File: src/port_cfg_pkg.sv
// Purpose: shared constants for the port merge and upstream failover block
// Assumes: 125 MHz core clock, AXI4-Lite register access with 32-bit data
// Notes: strap encodings and register offsets are fixed here only
package port_cfg_pkg;
  // clock and timing
  localparam int CLK_NS = 8;
  localparam int US_NS = 1000; // watchdog decrements once per microsecond
  localparam int TICK_CYC = (US_NS + CLK_NS - 1) / CLK_NS;
  localparam int DOWN_NS = 128; // upstream link held in detect after a failover
  localparam int DOWN_CYC = (DOWN_NS + CLK_NS - 1) / CLK_NS;

  // switch mode strap encodings
  localparam logic [3:0] SWM_NORMAL = 4'h0;
  localparam logic [3:0] SWM_EEPROM = 4'h1;
  localparam logic [3:0] SWM_FO_P0 = 4'h8;
  localparam logic [3:0] SWM_FO_P2 = 4'h9;
  localparam logic [3:0] SWM_EE_FO_P0 = 4'hA;
  localparam logic [3:0] SWM_EE_FO_P2 = 4'hB;

  // register byte offsets
  localparam logic [7:0] OFS_FO_STATUS = 8'h00; // failover_status_reg
  localparam logic [7:0] OFS_FO_CTRL = 8'h04;
  localparam logic [7:0] OFS_SW_CTRL = 8'h08; // switch_control_reg
  localparam logic [7:0] OFS_WDOG = 8'h0C;
  localparam logic [7:0] OFS_LINK_CAP = 8'h10; // link_capabilities_reg widths

  // failover_status_reg fields
  localparam int ST_FO_EN = 0; // failover_enabled_bit
  localparam int ST_CUR_UP = 1; // current_upstream_field, 0 = port 0, 1 = port 2
  localparam int ST_CHANGED = 2; // upstream_changed_bit, write one to clear
  localparam int ST_ACTIVE_LSB = 8;
  localparam int ST_X8_LSB = 16;
  // failover control fields
  localparam int CT_SEL = 0;
  localparam int CT_SIG_EN = 1;
  localparam int CT_TIM_EN = 2;
  // switch control fields
  localparam int SC_NO_LD_HRST = 0; // disable_linkdown_hot_reset_bit

  // max_link_width_field values
  localparam logic [5:0] WIDTH_X4 = 6'h04;
  localparam logic [5:0] WIDTH_X8 = 6'h08;

  localparam logic [1:0] RESP_OKAY = 2'h0;
  localparam logic [1:0] RESP_SLVERR = 2'h2;

  typedef enum logic [1:0] {
    FO_IDLE = 2'b00,
    FO_DOWN = 2'b01,
    FO_SWAP = 2'b10
  } fo_state_t;
endpackage

File: src/port_cfg_top.sv
// Purpose: port merge, disable and upstream failover configuration of the switch
// Assumes: RSTN is the fundamental reset, HOT_RSTN the hot reset, both synchronous
// Notes: straps are caught on every edge while RSTN is low and frozen at release
//
// Overview of operation
// - eight x4 ports, port 0 upstream
// - even/odd pair may merge into x8
// - merge fixed only at fundamental reset
// - merged odd port: outputs negated, inputs ignored
// - config to merged odd port is UR
// - merged odd registers unreachable over SMBus
// - odd lanes join the even port
// - merged port max width reads x8
// - disabled port negated; disabled odd voids merge
// - config to disabled port is UR
// - disabled port registers unreachable over SMBus
// - failover only from four strap modes
// - stack 0 fed by port 0 or 2
// - failover disables port 2; x8 also 1,3
// - x4 failover keeps ports 1 and 3
// - upstream resources stay on port 0
// - failover retrains upstream link from detect
// - hot reset suppressed by switch control bit
// - failover enabled status; controls inert otherwise
// - current upstream port always readable
// - sticky change bit, hot reset immune
// - watchdog picks the non-current port
`timescale 1ns/1ns
`default_nettype none
module port_cfg_top
  import port_cfg_pkg::*;
#(
  parameter int WDOG_W = 32
) (
  input wire logic CORE_CLK, // core clock
  input wire logic RSTN, // fundamental reset, active low
  input wire logic HOT_RSTN, // hot reset, active low
  input wire logic [3:0] MERGE_STRAP, // pair_merge_strap per pair 01,23,45,67
  input wire logic [3:0] SWITCH_MODE_STRAPS, // switch_mode_straps
  input wire logic [7:0] PORT_DIS_STRAP, // per-port disable, bit 0 ignored (port 0 always active)
  input wire logic [7:0] PORT_OUT_REQ, // per-port output from port logic
  output logic [7:0] PORT_OUT, // gated per-port output
  input wire logic [7:0] PORT_IN, // per-port input from pins
  output logic [7:0] PORT_IN_OK, // gated per-port input
  output logic [7:0] PORT_ACTIVE, // port enabled
  output logic [3:0] PORT_X8, // even port runs x8
  output logic LANE_SEL, // stack 0 lanes: 0 port 0, 1 port 2
  output logic LINK_DOWN, // upstream held in detect
  output logic HOT_RST_REQ, // hot reset request pulse
  input wire logic UPSTREAM_SEL, // upstream select signal, high selects port 2
  input wire logic CFG_VALID, // config request on virtual bus
  input wire logic [2:0] CFG_DEV, // device number
  output logic CFG_DONE, // config answer pulse
  output logic CFG_UR, // unsupported request
  input wire logic SMB_VALID, // SMBus register access
  input wire logic [2:0] SMB_PORT, // target port
  output logic SMB_DONE, // SMBus answer pulse
  output logic SMB_OK, // target reachable
  input wire logic [7:0] AWADDR, // write address
  input wire logic AWVALID, // write address valid
  output logic AWREADY, // write address ready
  input wire logic [31:0] WDATA, // write data
  input wire logic [3:0] WSTRB, // byte enables
  input wire logic WVALID, // write data valid
  output logic WREADY, // write data ready
  output logic [1:0] BRESP, // write response
  output logic BVALID, // write response valid
  input wire logic BREADY, // write response ready
  input wire logic [7:0] ARADDR, // read address
  input wire logic ARVALID, // read address valid
  output logic ARREADY, // read address ready
  output logic [31:0] RDATA, // read data
  output logic [1:0] RRESP, // read response
  output logic RVALID, // read data valid
  input wire logic RREADY // read data ready
);

  // byte-lane merge used by the failover control and watchdog registers
  function automatic logic [31:0] strb_merge(input logic [31:0] old, input logic [31:0] dat,
                                             input logic [3:0] strb);
    logic [31:0] res;
    res = old;
    for (int i = 0; i < 4; i++) begin
      if (strb[i]) begin
        res[8*i +: 8] = dat[8*i +: 8];
      end
    end
    return res;
  endfunction

  function automatic logic mapped(input logic [7:0] a);
    return a == OFS_FO_STATUS || a == OFS_FO_CTRL || a == OFS_SW_CTRL ||
           a == OFS_WDOG || a == OFS_LINK_CAP;
  endfunction

  // strap capture, fundamental reset only
  logic [3:0] merge_r;
  logic [3:0] switch_mode_straps_r;
  logic [7:0] dis_r;
  always_ff @(posedge CORE_CLK) begin
    if (!RSTN) begin
      merge_r <= MERGE_STRAP;
      switch_mode_straps_r <= SWITCH_MODE_STRAPS;
      dis_r <= PORT_DIS_STRAP;
    end
  end

  // derived configuration
  logic fo_mode;
  logic fo_init_p2;
  logic [3:0] merge_eff;
  logic [7:0] active;
  assign fo_mode = switch_mode_straps_r == SWM_FO_P0 || switch_mode_straps_r == SWM_FO_P2 ||
                   switch_mode_straps_r == SWM_EE_FO_P0 || switch_mode_straps_r == SWM_EE_FO_P2;
  assign fo_init_p2 = switch_mode_straps_r == SWM_FO_P2 || switch_mode_straps_r == SWM_EE_FO_P2;
  always_comb begin
    for (int k = 0; k < 4; k++) begin
      merge_eff[k] = merge_r[k] & ~dis_r[2*k+1];
    end
    active = ~dis_r;
    active[0] = 1'b1;
    for (int k = 0; k < 4; k++) begin
      if (merge_eff[k]) begin
        active[2*k+1] = 1'b0;
      end
    end
    if (fo_mode) begin
      active[2] = 1'b0;
      if (merge_eff[0]) begin
        active[1] = 1'b0;
        active[3] = 1'b0;
      end
    end
  end

  // port pin gating, registered so negated ports never glitch
  logic [7:0] port_out_r;
  logic [7:0] port_in_r;
  logic [7:0] active_r;
  logic [3:0] x8_r;
  always_ff @(posedge CORE_CLK) begin
    if (!RSTN) begin
      port_out_r <= 8'h00;
      port_in_r <= 8'h00;
      active_r <= 8'h00;
      x8_r <= 4'h0;
    end else begin
      port_out_r <= PORT_OUT_REQ & active;
      port_in_r <= PORT_IN & active;
      active_r <= active;
      x8_r <= merge_eff;
    end
  end

  // config and SMBus target checks, one cycle answer
  logic cfg_done_r;
  logic cfg_ur_r;
  logic smb_done_r;
  logic smb_ok_r;
  always_ff @(posedge CORE_CLK) begin
    if (!RSTN) begin
      cfg_done_r <= 1'b0;
      cfg_ur_r <= 1'b0;
      smb_done_r <= 1'b0;
      smb_ok_r <= 1'b0;
    end else begin
      cfg_done_r <= CFG_VALID;
      cfg_ur_r <= CFG_VALID & ~active[CFG_DEV];
      smb_done_r <= SMB_VALID;
      smb_ok_r <= SMB_VALID & active[SMB_PORT];
    end
  end

  // axi write and read channels
  logic awready_r;
  logic wready_r;
  logic bvalid_r;
  logic [1:0] bresp_r;
  logic [7:0] awaddr_r;
  logic [31:0] wdata_r;
  logic [3:0] wstrb_r;
  logic arready_r;
  logic rvalid_r;
  logic [1:0] rresp_r;
  logic [31:0] rdata_r;
  logic wr_fire;
  assign wr_fire = ~awready_r & ~wready_r & ~bvalid_r;

  always_ff @(posedge CORE_CLK) begin
    if (!RSTN) begin
      awready_r <= 1'b1;
      wready_r <= 1'b1;
      bvalid_r <= 1'b0;
      bresp_r <= RESP_OKAY;
      awaddr_r <= 8'h00;
      wdata_r <= 32'h0000_0000;
      wstrb_r <= 4'h0;
    end else begin
      if (AWVALID && awready_r) begin
        awready_r <= 1'b0;
        awaddr_r <= AWADDR;
      end
      if (WVALID && wready_r) begin
        wready_r <= 1'b0;
        wdata_r <= WDATA;
        wstrb_r <= WSTRB;
      end
      if (wr_fire) begin
        bvalid_r <= 1'b1;
        bresp_r <= mapped(awaddr_r) ? RESP_OKAY : RESP_SLVERR;
      end
      if (bvalid_r && BREADY) begin
        bvalid_r <= 1'b0;
        awready_r <= 1'b1;
        wready_r <= 1'b1;
      end
    end
  end

  // control registers; switch control clears on hot reset, failover state does not
  logic [2:0] fo_ctrl_r;
  logic no_ld_hrst_r;
  logic [WDOG_W-1:0] wdog_r;
  logic sw_req_r;
  logic cur_up_r;
  logic wr_ctrl;
  logic [31:0] ctrl_new;
  assign wr_ctrl = wr_fire && awaddr_r == OFS_FO_CTRL;
  assign ctrl_new = strb_merge({29'h0, fo_ctrl_r}, wdata_r, wstrb_r);
  always_ff @(posedge CORE_CLK) begin
    if (!RSTN) begin
      fo_ctrl_r <= 3'h0;
      sw_req_r <= 1'b0;
    end else begin
      sw_req_r <= 1'b0;
      if (wr_ctrl) begin
        fo_ctrl_r <= ctrl_new[2:0];
        sw_req_r <= ctrl_new[CT_SEL] != cur_up_r; // a select differing from the current upstream starts a failover
      end
    end
  end

  always_ff @(posedge CORE_CLK) begin
    if (!RSTN || !HOT_RSTN) begin
      no_ld_hrst_r <= 1'b0;
    end else if (wr_fire && awaddr_r == OFS_SW_CTRL && wstrb_r[0]) begin
      no_ld_hrst_r <= wdata_r[SC_NO_LD_HRST];
    end
  end

  // watchdog, one decrement per microsecond, keeps running across hot reset
  logic [7:0] tick_cnt_r;
  logic wdog_exp;
  logic tick;
  assign tick = tick_cnt_r == 8'(TICK_CYC - 1);
  assign wdog_exp = tick && wdog_r == WDOG_W'(1);
  always_ff @(posedge CORE_CLK) begin
    if (!RSTN) begin
      tick_cnt_r <= 8'h00;
      wdog_r <= '0;
    end else begin
      tick_cnt_r <= tick ? 8'h00 : tick_cnt_r + 8'h01;
      if (wr_fire && awaddr_r == OFS_WDOG) begin
        wdog_r <= WDOG_W'(strb_merge(32'(wdog_r), wdata_r, wstrb_r));
      end else if (tick && wdog_r != '0) begin
        wdog_r <= wdog_r - WDOG_W'(1);
      end
    end
  end

  // failover sequencer; software and timer triggers arriving while busy are dropped
  fo_state_t state_r;
  logic [7:0] down_cnt_r;
  logic tgt_r;
  logic lane_sel_r;
  logic link_down_r;
  logic hot_req_r;
  logic chg_r;
  logic trig;
  logic trig_tgt;
  logic chg_set;
  logic chg_clr;
  always_comb begin
    trig = 1'b0;
    trig_tgt = cur_up_r;
    if (fo_mode && state_r == FO_IDLE) begin
      if (sw_req_r) begin
        trig = 1'b1;
        trig_tgt = ~cur_up_r;
      end else if (fo_ctrl_r[CT_SIG_EN] && UPSTREAM_SEL != cur_up_r) begin
        trig = 1'b1;
        trig_tgt = UPSTREAM_SEL;
      end else if (fo_ctrl_r[CT_TIM_EN] && wdog_exp) begin
        trig = 1'b1;
        trig_tgt = ~cur_up_r;
      end
    end
  end

  always_ff @(posedge CORE_CLK) begin
    if (!RSTN) begin
      state_r <= FO_IDLE;
      down_cnt_r <= 8'h00;
      tgt_r <= 1'b0;
      cur_up_r <= 1'b0;
      lane_sel_r <= 1'b0;
      link_down_r <= 1'b0;
      hot_req_r <= 1'b0;
    end else begin
      hot_req_r <= 1'b0;
      if (state_r == FO_IDLE && !trig) begin
        cur_up_r <= fo_mode & (cur_up_r | (fo_init_p2 & ~chg_r & ~cur_up_r & down_cnt_r == 8'h00));
        lane_sel_r <= fo_mode & cur_up_r;
      end
      unique case (state_r)
        FO_IDLE: begin
          if (trig) begin
            state_r <= FO_DOWN;
            tgt_r <= trig_tgt;
            down_cnt_r <= 8'h01;
            link_down_r <= 1'b1;
          end
        end
        FO_DOWN: begin
          down_cnt_r <= down_cnt_r + 8'h01;
          if (down_cnt_r == 8'(DOWN_CYC)) begin
            state_r <= FO_SWAP;
          end
        end
        FO_SWAP: begin
          cur_up_r <= tgt_r;
          lane_sel_r <= tgt_r;
          link_down_r <= 1'b0;
          hot_req_r <= ~no_ld_hrst_r;
          state_r <= FO_IDLE;
        end
      endcase
    end
  end

  // sticky change bit; a set in the same cycle as a clear wins
  assign chg_set = state_r == FO_SWAP;
  assign chg_clr = wr_fire && awaddr_r == OFS_FO_STATUS && wstrb_r[0] && wdata_r[ST_CHANGED];
  always_ff @(posedge CORE_CLK) begin
    if (!RSTN) begin
      chg_r <= 1'b0;
    end else begin
      chg_r <= chg_set | (chg_r & ~chg_clr);
    end
  end

  // read path
  always_ff @(posedge CORE_CLK) begin
    if (!RSTN) begin
      arready_r <= 1'b1;
      rvalid_r <= 1'b0;
      rresp_r <= RESP_OKAY;
      rdata_r <= 32'h0000_0000;
    end else if (ARVALID && arready_r) begin
      arready_r <= 1'b0;
      rvalid_r <= 1'b1;
      rresp_r <= mapped(ARADDR) ? RESP_OKAY : RESP_SLVERR;
      rdata_r <= 32'h0000_0000;
      unique case (ARADDR)
        OFS_FO_STATUS: begin
          rdata_r[ST_FO_EN] <= fo_mode;
          rdata_r[ST_CUR_UP] <= cur_up_r;
          rdata_r[ST_CHANGED] <= chg_r;
          rdata_r[ST_ACTIVE_LSB +: 8] <= active_r;
          rdata_r[ST_X8_LSB +: 4] <= x8_r;
        end
        OFS_FO_CTRL: rdata_r[2:0] <= fo_ctrl_r;
        OFS_SW_CTRL: rdata_r[SC_NO_LD_HRST] <= no_ld_hrst_r;
        OFS_WDOG: rdata_r <= 32'(wdog_r);
        OFS_LINK_CAP: begin
          for (int k = 0; k < 4; k++) begin
            rdata_r[8*k +: 6] <= merge_eff[k] ? WIDTH_X8 : WIDTH_X4;
          end
        end
        default: rdata_r <= 32'h0000_0000;
      endcase
    end else if (rvalid_r && RREADY) begin
      rvalid_r <= 1'b0;
      arready_r <= 1'b1;
    end
  end

  // outputs straight from flops
  assign PORT_OUT = port_out_r;
  assign PORT_IN_OK = port_in_r;
  assign PORT_ACTIVE = active_r;
  assign PORT_X8 = x8_r;
  assign LANE_SEL = lane_sel_r;
  assign LINK_DOWN = link_down_r;
  assign HOT_RST_REQ = hot_req_r;
  assign CFG_DONE = cfg_done_r;
  assign CFG_UR = cfg_ur_r;
  assign SMB_DONE = smb_done_r;
  assign SMB_OK = smb_ok_r;
  assign AWREADY = awready_r;
  assign WREADY = wready_r;
  assign BVALID = bvalid_r;
  assign BRESP = bresp_r;
  assign ARREADY = arready_r;
  assign RVALID = rvalid_r;
  assign RRESP = rresp_r;
  assign RDATA = rdata_r;

  // checks
  a_odd_merged_gate: assert property (@(posedge CORE_CLK) disable iff (!RSTN)
    merge_eff[3] |=> PORT_OUT[7] == 1'b0 && PORT_IN_OK[7] == 1'b0)
    else $error("merged odd port not negated");
  a_disabled_gate: assert property (@(posedge CORE_CLK) disable iff (!RSTN)
    dis_r[7] |-> merge_eff[3] == 1'b0 ##1 PORT_OUT[7] == 1'b0)
    else $error("disabled port leaks or merges");
  a_cfg_unsup: assert property (@(posedge CORE_CLK) disable iff (!RSTN)
    CFG_VALID |=> CFG_DONE && CFG_UR == ~$past(active[CFG_DEV]))
    else $error("config answer wrong");
  a_smb_block: assert property (@(posedge CORE_CLK) disable iff (!RSTN)
    SMB_VALID |=> SMB_DONE && SMB_OK == $past(active[SMB_PORT]))
    else $error("smbus reach wrong");
  a_fo_port2_off: assert property (@(posedge CORE_CLK) disable iff (!RSTN)
    fo_mode ##1 fo_mode |-> !PORT_ACTIVE[2] && (!PORT_X8[0] || PORT_ACTIVE[3:1] == 3'b000))
    else $error("failover port mask wrong");
  a_fo_x4_keep: assert property (@(posedge CORE_CLK) disable iff (!RSTN)
    fo_mode && !merge_eff[0] && !merge_eff[1] && !dis_r[1] && !dis_r[3]
    |=> PORT_ACTIVE[1] && PORT_ACTIVE[3])
    else $error("x4 failover dropped port 1 or 3");
  a_lane_normal: assert property (@(posedge CORE_CLK) disable iff (!RSTN)
    !fo_mode ##1 !fo_mode |-> !LANE_SEL)
    else $error("lane mux moved outside failover");
  a_down_hold: assert property (@(posedge CORE_CLK) disable iff (!RSTN)
    $rose(LINK_DOWN) |-> LINK_DOWN [*8] ##1 LINK_DOWN [*8] ##1 LINK_DOWN ##1 !LINK_DOWN)
    else $error("link down hold length wrong");
  a_hotrst_gate: assert property (@(posedge CORE_CLK) disable iff (!RSTN)
    state_r == FO_SWAP |=> HOT_RST_REQ == ~$past(no_ld_hrst_r))
    else $error("hot reset gating wrong");
  a_chg_sticky: assert property (@(posedge CORE_CLK) disable iff (!RSTN)
    chg_r && !chg_clr |=> chg_r)
    else $error("change bit lost");
  a_wdog_target: assert property (@(posedge CORE_CLK) disable iff (!RSTN)
    state_r == FO_IDLE && trig && !sw_req_r && !(fo_ctrl_r[CT_SIG_EN] && UPSTREAM_SEL != cur_up_r)
    |=> tgt_r != $past(cur_up_r))
    else $error("watchdog target not the other port");
  c_failover: cover property (@(posedge CORE_CLK) disable iff (!RSTN) state_r == FO_SWAP);
  c_merged_ur: cover property (@(posedge CORE_CLK) disable iff (!RSTN) CFG_UR && merge_eff != 4'h0);
  c_wdog_fire: cover property (@(posedge CORE_CLK) disable iff (!RSTN) wdog_exp && fo_mode);
  c_chg_race: cover property (@(posedge CORE_CLK) disable iff (!RSTN) chg_set && chg_clr);
endmodule
`default_nettype wire

File: config.mk
export PLATFORM = sky130hd
export DESIGN_NAME = port_cfg_top
export DESIGN_NICKNAME = d
export VERILOG_FILES = /design/src/port_cfg_pkg.sv /design/src/port_cfg_top.sv
export SDC_FILE = /design/constraint.sdc
export NUM_CORES = 1
export LEC_CHECK = 0
export ABC_CLOCK_PERIOD_IN_PS = 4300
export BUFFER_PORTS_ARGS = -buffer_cell sky130_fd_sc_hd__buf_2
export CAP_MARGIN = 40
export CORE_MARGIN = 2
export CORE_UTILIZATION = 33
export CTS_CLUSTER_SIZE = 14
export DETAILED_ROUTE_END_ITERATION = 12
export RECOVER_POWER = 25
export REMOVE_ABC_BUFFERS = 1
export SLEW_MARGIN = 10
export SYNTH_ARGS = -nofsm -noshare
export SYNTH_HDL_FRONTEND = slang
export SYNTH_SLANG_ARGS = --single-unit
File: constraint.sdc
create_clock -name CORE_CLK -period 4.3 [get_ports CORE_CLK]
set_input_delay 0.43 -clock CORE_CLK [delete_from_list [all_inputs] [get_ports CORE_CLK]]
set_output_delay 0.43 -clock CORE_CLK [all_outputs]
set_load 0.005 [all_outputs]
======== Yosys cells after proc, flatten, opt, wreduce, memory -nomap -nowiden ========
Index checks and enable logic that the tools add are counted.
cells by class
  shifts and indexed selects .............. 0
  multiply operators ...................... 0
  bitwise operators ....................... 32
  equal/unequal tests ..................... 25
  multiplexer cells ....................... 59
  divide/modulo/power cells ............... 0
  reductions and logical operators ........ 57
  add/subtract/negate cells ............... 3
  order comparisons ....................... 2
operators with widths
  kind                                                                    count
  32-bit two-way mux                                                      2
  8-bit two-way mux                                                       5
  32-bit by 1-bit equality test with 1-bit output, second input constant  1
  8-bit by 4-bit equality test with 1-bit output, second input constant   4
  32-bit nonzero test                                                     1
  32-bit by 1-bit subtractor with 32-bit output, second input constant    1
  1-bit two-way mux                                                       27
  8-bit by 5-bit equality test with 1-bit output, second input constant   3
  8-bit zero test                                                         3
  2-bit AND reduction                                                     11
  1-bit logical AND                                                       18
  6-bit case mux with 3 select lines                                      1
  8-bit by 1-bit adder with 8-bit output, second input constant           2
  8-bit bitwise AND                                                       2
  4-bit equality test, second input constant                              4
  8-bit by 3-bit equality test with 1-bit output, second input constant   2
  4-bit two-way mux                                                       4
  8-bit case mux with 2 select lines                                      1
  1-bit bitwise AND                                                       14
  2-bit two-way mux                                                       7
  1-bit logical OR                                                        13
  1-bit NOT                                                               13
  2-bit != test, second input constant                                    6
  4-bit case mux with 3 select lines                                      1
  20 further kinds                                                        32
word-level totals
  memory bits (writable) .................. 0
  input port bits ......................... 101
  latch bits .............................. 0
  logic and storage cells ................. 218
  memories kept ........................... 0
  output and inout port bits .............. 76
  bits in read-only memories .............. 0
  bits in registers ....................... 194

======== Logic depth before layout (Yosys ltp) ========
Gate-level depths: netlist (run 1).
  depth in word-level cells ............... 11
  gate-level depth with buffers ........... 9
  depth with buffers taken out ............ 8

======== Worst setup path before layout (run 1) ========
No wires, ideal clock.
  path type ............................... reg2reg
  start ................................... register wdog_r[16]
  end ..................................... register down_cnt_r[5]
  clock period less this slack ............ 2.846 ns
  data arrival time ....................... 2.777 ns
  required time ........................... 4.230 ns
  buffers on the path ..................... 2
  stages on the path, launching flop included .. 9
  slack ................................... 1.454 ns
  library setup time ...................... 0.070 ns
  path through ............................ dfxtp_1 buf_6 or4_4 or4_4 or4_4 a31o_4 buf_6 or3_1 a21oi_1
on the way
  word-level cells in the longest chain between the ends .. 9
ends and longest elaborated chain
  what                                             line                 text
  start, declared                                  port_cfg_top.sv:223  logic [WDOG_W-1:0] wdog_r;
  start signal, assigned                           port_cfg_top.sv:264  wdog_r <= WDOG_W'(strb_merge(32'(wdog_r), wdata_r, wstrb_r));
  start signal, assigned                           port_cfg_top.sv:266  wdog_r <= wdog_r - WDOG_W'(1);
  32-bit by 1-bit equality test with 1-bit output  port_cfg_top.sv:256  assign wdog_exp = tick && wdog_r == WDOG_W'(1);
  1-bit logical AND                                port_cfg_top.sv:256
  1-bit logical AND                                port_cfg_top.sv:293  end else if (fo_ctrl_r[CT_TIM_EN] && wdog_exp) begin
  1-bit two-way mux                                port_cfg_top.sv:293
  1-bit two-way mux                                port_cfg_top.sv:290  end else if (fo_ctrl_r[CT_SIG_EN] && UPSTREAM_SEL != cur_up_r) begin
  1-bit two-way mux                                port_cfg_top.sv:287  if (sw_req_r) begin
  1-bit two-way mux                                port_cfg_top.sv:286  if (fo_mode && state_r == FO_IDLE) begin
  2-bit != test (no source line)                   n/a
  2-bit AND reduction (no source line)             n/a
  end signal, assigned                             port_cfg_top.sv:325  down_cnt_r <= down_cnt_r + 8'h01;
  end, declared                                    port_cfg_top.sv:273  logic [7:0] down_cnt_r;
Every way passes these cells.
A chain may end at the register's enable or synchronous reset.

==> flow_summary_export.csv, run 1 <==
group,metric,value,unit
run_status,status,"finished with violations",
run_status,violations,"max-capacitance violations, max-slew violations",
yosys,yosysSeqAreaShare,48.72,%
yosys,syn_area,8095,um2
timing,max_freq,0.3026,GHz
yosys,yosys.area.top_type,"dfxtp_1",
global_route,grt_overflow,0,
yosys,synthArstFlopShare,0,%
yosys,synth_top_area_share,43.52,%
timing,hold_ws,168.3,ps
global_route,grt_use_total,18.74,%
timing,period_needed,3305,ps
route,drtAntennaViolNets,0,
critical_path,slowest_stage,"clkbuf_1",
cells_and_area,final_common_cell,"dfxtp_1",
critical_path,cp_data_arrival_time,3630,ps
power_and_ir_drop,p_per_area,380.7,nW/um2
place,place.gp.congestion,0.8099,
critical_path,start_kind,"input port",
place,pre_cts_ws,1206,ps
critical_path,slowest_delay,2240,ps
critical_path,crit_buf_inv,3,
route,drt_iter0_drc,592,
route,wl_per_cell,16.61,um
place,numPortBuffers,172,
timing,setup_viol,0,
timing,max-slew-margin-rel,-109.5,%
yosys,synth_flop_cell,"dfxtp_1",
power_and_ir_drop,seq_power_share,50.8,%
critical_path,cp_cell_sequence,"clkbuf_1 -> inv_4 -> clkbuf_1 -> nor2_1 -> and2_0",
timing,fin_ws,995.1,ps
cells_and_area,antenna_cells,0,
clock_tree,cts_root_buf,"clkbuf_16",
die,placementRows,57,
global_route,grt_max_degree,67,
yosys,synth_cell_types,61,
cells_and_area,final_util,40.54,%
cells_and_area,fin_area,9801,um2
die,initial_core_util,33.48,%
power_and_ir_drop,clkPwrFrac,41.6,%
yosys,synth_cells,951,
clock_tree,htree_levels,4,
critical_path,critPathCaptureType,"flop",
timing,hold_violations,0,
die,core-area,24180,um2
critical_path,crit_family,"buffers and inverters",
yosys,yosysWarnings,0,
cells_and_area,final_cell_mix,"dfxtp_1 (176), buf_2 (170), nand2_1 (159), a21oi_1 (110), nor2_1 (69)",
critical_path,path_common_cell,"clkbuf_1",
yosys,ys_seq_elements,190,
place,hpwl,16860,um
timing,rsz0062_at_grt,"no",
clock_tree,cts_setup_buffers,0,
die,die_w,160.6,um
route,drc,0,
yosys,synth_edf_count,14,
hold_path,holdCritPathClass,"in -> reg",
power_and_ir_drop,total_leakage_power,4.037,nW
power_and_ir_drop,ir_worst_vdd,0.2055,mV
route,viasPerCell,5.222,
timing,layout_worst_path_cycle_share,76.86,%
yosys,synth.avg_cell_area,8.512,um2
power_and_ir_drop,p_sw_share,26.59,%
cells_and_area,layout.nets,1209,
job,cap_violations,3,
clock_tree,cts_tree,"built",
clock_tree,ctsHoldBuffers,0,
critical_path,crit_fanout,66,
power_and_ir_drop,intPower,0.002739,W
global_route,antenna_found_initial,1,
yosys,synth_area_leaders,"dfxtp_1 (44%), nand2_1 (7.4%), a21oi_1 (6.8%)",
timing,tightest_slew,3142,ps
die,io_pins,177,
global_route,grt_pass1_vias,7180,
route,drt_first_pass_iters,5,
power_and_ir_drop,pwr-share-comb,7.6,%
clock_tree,cts_resized,0,
timing,clock_skew,9.343,ps
critical_path,cp.required,4630,ps
die,chipHeight,160.6,um
route,drt_wl_total,23830,um
clock_tree,cts-buffers-inserted,17,
clock_tree,clock_latency,440,ps
cells_and_area,drive_above_1_share,21.24,%
cells_and_area,syn_to_final_growth,21.07,%
critical_path,criticalPathCategory,"in -> reg",
clock_tree,cts_sinks,190,
clock_tree,clk_pin_slew,80,ps
global_route,grt_pass1_wl,38620,um
route,num_vias,7494,
place,placed_area,9258,um2
timing,tns,0,ps
die,die_area,25800,um2
timing,slew_viol_final,162,
clock_tree,clock_path_buffers,2,
power_and_ir_drop,power.switching,0.0009920,W
cells in the mapped netlist (all sizes together), types with 5 or more instances:
master    n
or4       7
a21oi   110
o31ai    10
inv      17
and4      5
a211oi    6
clkbuf   48
mux2i    10
a31oi     7
o32ai     5
nor3     39
xor2      7
o21ai    38
a221oi   15
buf      13
nand2b    5
nand2   159
nor4     15
and2     22
nor2     69
or3      10
nand3    44
dfxtp   176
edfxtp   14
ha       10
nand4    11
o211ai    9
and3     19
path summary, 6_finish.rpt:
check	from	endpoint	slack, ps	depth (start not counted)
max reg2reg	wdog_r[16]	wdog_r[4]	1090	6
max	RSTN	PORT_IN_OK[4]	1000	5
min reg2reg	dis_r[6]	PORT_ACTIVE[6]	440	1
min	PORT_DIS_STRAP[5]	dis_r[5]	170	1
area by class of cell:
| type | count | area [um2] |
|---|---|---|
| clock inverters | 15 | 143.9 |
| inverters | 17 | 66.31 |
| well taps | 324 | 405.4 |
| multi-input cells | 684 | 3841 |
| repair buffers | 188 | 974.7 |
| clock buffers | 17 | 425.4 |
| fillers | 2503 | 14380 |
| flip-flops and latches | 190 | 3944 |
per-layer routing:
| metal | track usage (%) | vias up | part of all wire [%] |
|---|---|---|---|
| met5 | 0 | - | 0 |
| li1 | - | 3694 | - |
| met2 | 29.49 | 255 | 45 |
| met3 | 3.745 | 23 | 6.1 |
| met1 | 25.96 | 3522 | 47 |
| met4 | 5.856 | 0 | 1.6 |
logic make-up (layout without fill, tap and decap cells):
logic type / Yosys count / after routing / share of synthesized area, %
other cells: 1 / 2 / 0.04632
flops: 190 / 190 / 48.72
simple gates: 417 / 417 / 24.58
buf+inv: 78 / 237 / 4.034
fa+ha+maj: 10 / 10 / 1.546
compound gates: 231 / 231 / 17.76
mux: 15 / 15 / 2.349
xor+xnor: 9 / 9 / 0.9738
sequential cells by signal, indices dropped and copies added (netlist names), 3 cells and up:
signal / cells
PORT_OUT: 8
RDATA: 32
PORT_X8: 4
switch_mode_straps_r: 3
wdata_r: 32
fo_ctrl_r: 3
wdog_r: 32
dis_r: 7
awaddr_r: 8
down_cnt_r: 8
PORT_ACTIVE: 8
PORT_IN_OK: 8
wstrb_r: 4
merge_r: 4
tick_cnt_r: 8
worst register-to-register path: cells and delay by family, from the launching register on:
| kind | cells | cell delay (ps) |
|---|---|---|
| compound gates | 3 | 1290 |
| simple gates | 3 | 1450 |
| flops | 1 | 390 |
power groups by stage:
stage / Clock (W) / Sequential [W] / Combinational [W]
floorplan: 0 / 0.00192 / 0.000137
global placement: 0 / 0.00193 / 0.000283
detailed placement: 0 / 0.00194 / 0.000289
CTS: 0.00159 / 0.00189 / 0.000290
global route: 0.00167 / 0.00190 / 0.000322
finish: 0.00155 / 0.00189 / 0.000284
stage by stage:
step           cells  power, W
2_1_floorplan    891  0.002062
3_3_place_gp    1399  0.002217
3_5_place_dp    1402  0.002225
4_1_cts         1434  0.003773
5_1_grt         1435  0.003895
6_report        1435  0.003731
Power figures use the tool's default switching activity.
==> run 2, diff against run 1 <==
- ABC_CLOCK_PERIOD_IN_PS: 4300 -> 3000
- clock period: 4.3 -> 3 ns (I/O delays scaled with it)
==> run 2 against run 1 <==
- the run now ends clean
- combinational power increased by 43%
- sequential power increased by 43%
- clock skew increased by 0.82 ps
- cell count increased by 1.0%
- wire length decreased by 0.21%
==> flow_summary_export.csv, run 2 (synthesized netlist as in run 1, its figures left out) <==
group,metric,value,unit
power_and_ir_drop,p_sw_share,26.67,%
clock_tree,cts_setup_buffers,0,
power_and_ir_drop,seq_power_share,50.8,%
route,drc,0,
timing,period_needed,2825,ps
cells_and_area,fin_area,9916,um2
timing,rsz0062_at_grt,"no",
place,place.gp.congestion,0.8241,
power_and_ir_drop,power.switching,0.001426,W
route,viasPerCell,5.219,
global_route,grt_overflow,0,
critical_path,cp_data_arrival_time,3190,ps
clock_tree,cts_root_buf,"clkbuf_16",
timing,slew_viol_final,0,
route,drtAntennaViolNets,0,
timing,max_freq,0.3540,GHz
route,drt_iter0_drc,507,
clock_tree,htree_levels,4,
die,placementRows,57,
route,wl_per_cell,16.40,um
hold_path,holdCritPathClass,"in -> reg",
place,dpl.cell_count,1418,
place,hpwl,17010,um
critical_path,cp.required,3370,ps
timing,clock_skew,10.16,ps
critical_path,cp_cell_sequence,"or4_4 -> or4_4 -> or4_4 -> a31o_4 -> or3_1 -> a21oi_1",
timing,tightest_slew,859.5,ps
clock_tree,cts_resized,0,
route,drt_first_pass_iters,7,
critical_path,slowest_delay,600,ps
cells_and_area,final_cell_mix,"dfxtp_1 (176), buf_2 (168), nand2_1 (159), a21oi_1 (110), nor2_1 (69)",
cells_and_area,antenna_cells,0,
global_route,grt_use_total,18.38,%
cells_and_area,fill_cells,2476,
cells_and_area,final_common_cell,"dfxtp_1",
timing,max-slew-margin-rel,42.70,%
power_and_ir_drop,total_leakage_power,4.092,nW
power_and_ir_drop,p_per_area,539.2,nW/um2
die,core-area,24180,um2
clock_tree,ctsHoldBuffers,0,
route,drt_wl_total,23790,um
place,placed_area,9363,um2
die,die_w,160.6,um
cells_and_area,drive_above_1_share,22.11,%
die,initial_core_util,33.48,%
clock_tree,cts_tree,"built",
die,die_area,25800,um2
global_route,grtUsageMet2,30.02,%
critical_path,start_kind,"flop",
cells_and_area,syn_to_final_growth,22.49,%
die,chipHeight,160.6,um
cells_and_area,finalNonFillerCells,1450,
job,cap_violations,0,
power_and_ir_drop,clkPwrFrac,41.6,%
clock_tree,clock_path_buffers,2,
cells_and_area,layout.nets,1224,
clock_tree,cts-buffers-inserted,17,
cells_and_area,final_util,41.01,%
die,io_pins,177,
global_route,grt_pass1_wl,37730,um
global_route,antenna_found_initial,1,
clock_tree,clock_latency,440,ps
power_and_ir_drop,finalPower,0.005347,W
power_and_ir_drop,ir_worst_vdd,0.3131,mV
critical_path,crit_fanout,13,
power_and_ir_drop,pwr-share-comb,7.6,%
timing,layout_worst_path_cycle_share,94.17,%
timing,hold_ws,30.58,ps
global_route,grt_busiest_layer,"met2",
timing,hold_violations,0,
power_and_ir_drop,intPower,0.003921,W
critical_path,path_common_cell,"or4_4",
route,num_vias,7568,
global_route,use_met1,24.84,%
timing,setup_viol,0,
global_route,grt_pass1_vias,7043,
critical_path,slowest_stage,"or4_4",
clock_tree,cts_sinks,190,
global_route,met3_usage,3.926,%
global_route,grt_max_degree,58,
critical_path,criticalPathCategory,"reg -> reg",
place,numPortBuffers,172,
critical_path,critPathCaptureType,"flop",
clock_tree,clk_pin_slew,70,ps
run_status,status,"finished clean",
[run 2: cell count changes in the layout (fill, tap and decap cells not counted), moves of 2 or more]
cell | previous run | this run
inv_8 | 6 | 3
and2_0 | 4 | 6
and2_1 | 17 | 15
clkinv_4 | 1 | 3
clkbuf_1 | 5 | 8
buf_4 | 12 | 26
buf_2 | 170 | 168
[run 2: metrics by stage]
step	worst slack, ps	TNS, ps
floorplan	-3549	-120080
global placement	221.6	0
detailed placement	192.7	0
CTS	180.4	0
global route	15.82	0
finish	175.0	0
[run 2: worst paths after layout]
check | from | endpoint | depth (start not counted) | slack (ps)
worst max register to register | wdog_r[18] | down_cnt_r[5] | 6 | 180
worst min register to register | wdata_r[22] | wdata_r[22] | 2 | 450
worst max-delay path | wdog_r[18] | down_cnt_r[5] | 6 | 180
worst min-delay path | PORT_DIS_STRAP[6] | dis_r[6] | 1 | 30
[run 2: final cells by class]
type / instances / area, um2 / share of cell area [%]
Multi-Input combinational cell: 684 / 3841 / 38.74
Clock inverter: 15 / 147.6 / 1.489
Tap cell: 324 / 405.4 / 4.088
Clock buffer: 17 / 425.4 / 4.290
Timing Repair Buffer: 203 / 1086 / 10.95
Inverter: 17 / 66.31 / 0.6688
Sequential cell: 190 / 3944 / 39.77
[run 2: worst max-delay path: cells and delay by family (launching register included)]
| kind | cells | cell delay, ps |
|---|---|---|
| and+or+nand+nor | 4 | 1930 |
| AOI/OAI and AO/OA | 2 | 460 |
| DFF | 1 | 360 |
[run 2: power by group through the flow]
stage	sequential (W)	combinational [W]	clock, W
global route	0.00273	0.000454	0.00237
finish	0.00271	0.000406	0.00223
global placement	0.00277	0.000408	0
CTS	0.00272	0.000416	0.00227
floorplan	0.00276	0.000197	0
detailed placement	0.00277	0.000414	0
[run 2: metal layers]
layer,share of wire (%),vias to the layer above
met2,46,242
met1,47,3566
met4,0.86,0
met5,0,-
li1,-,3745
met3,6.2,15
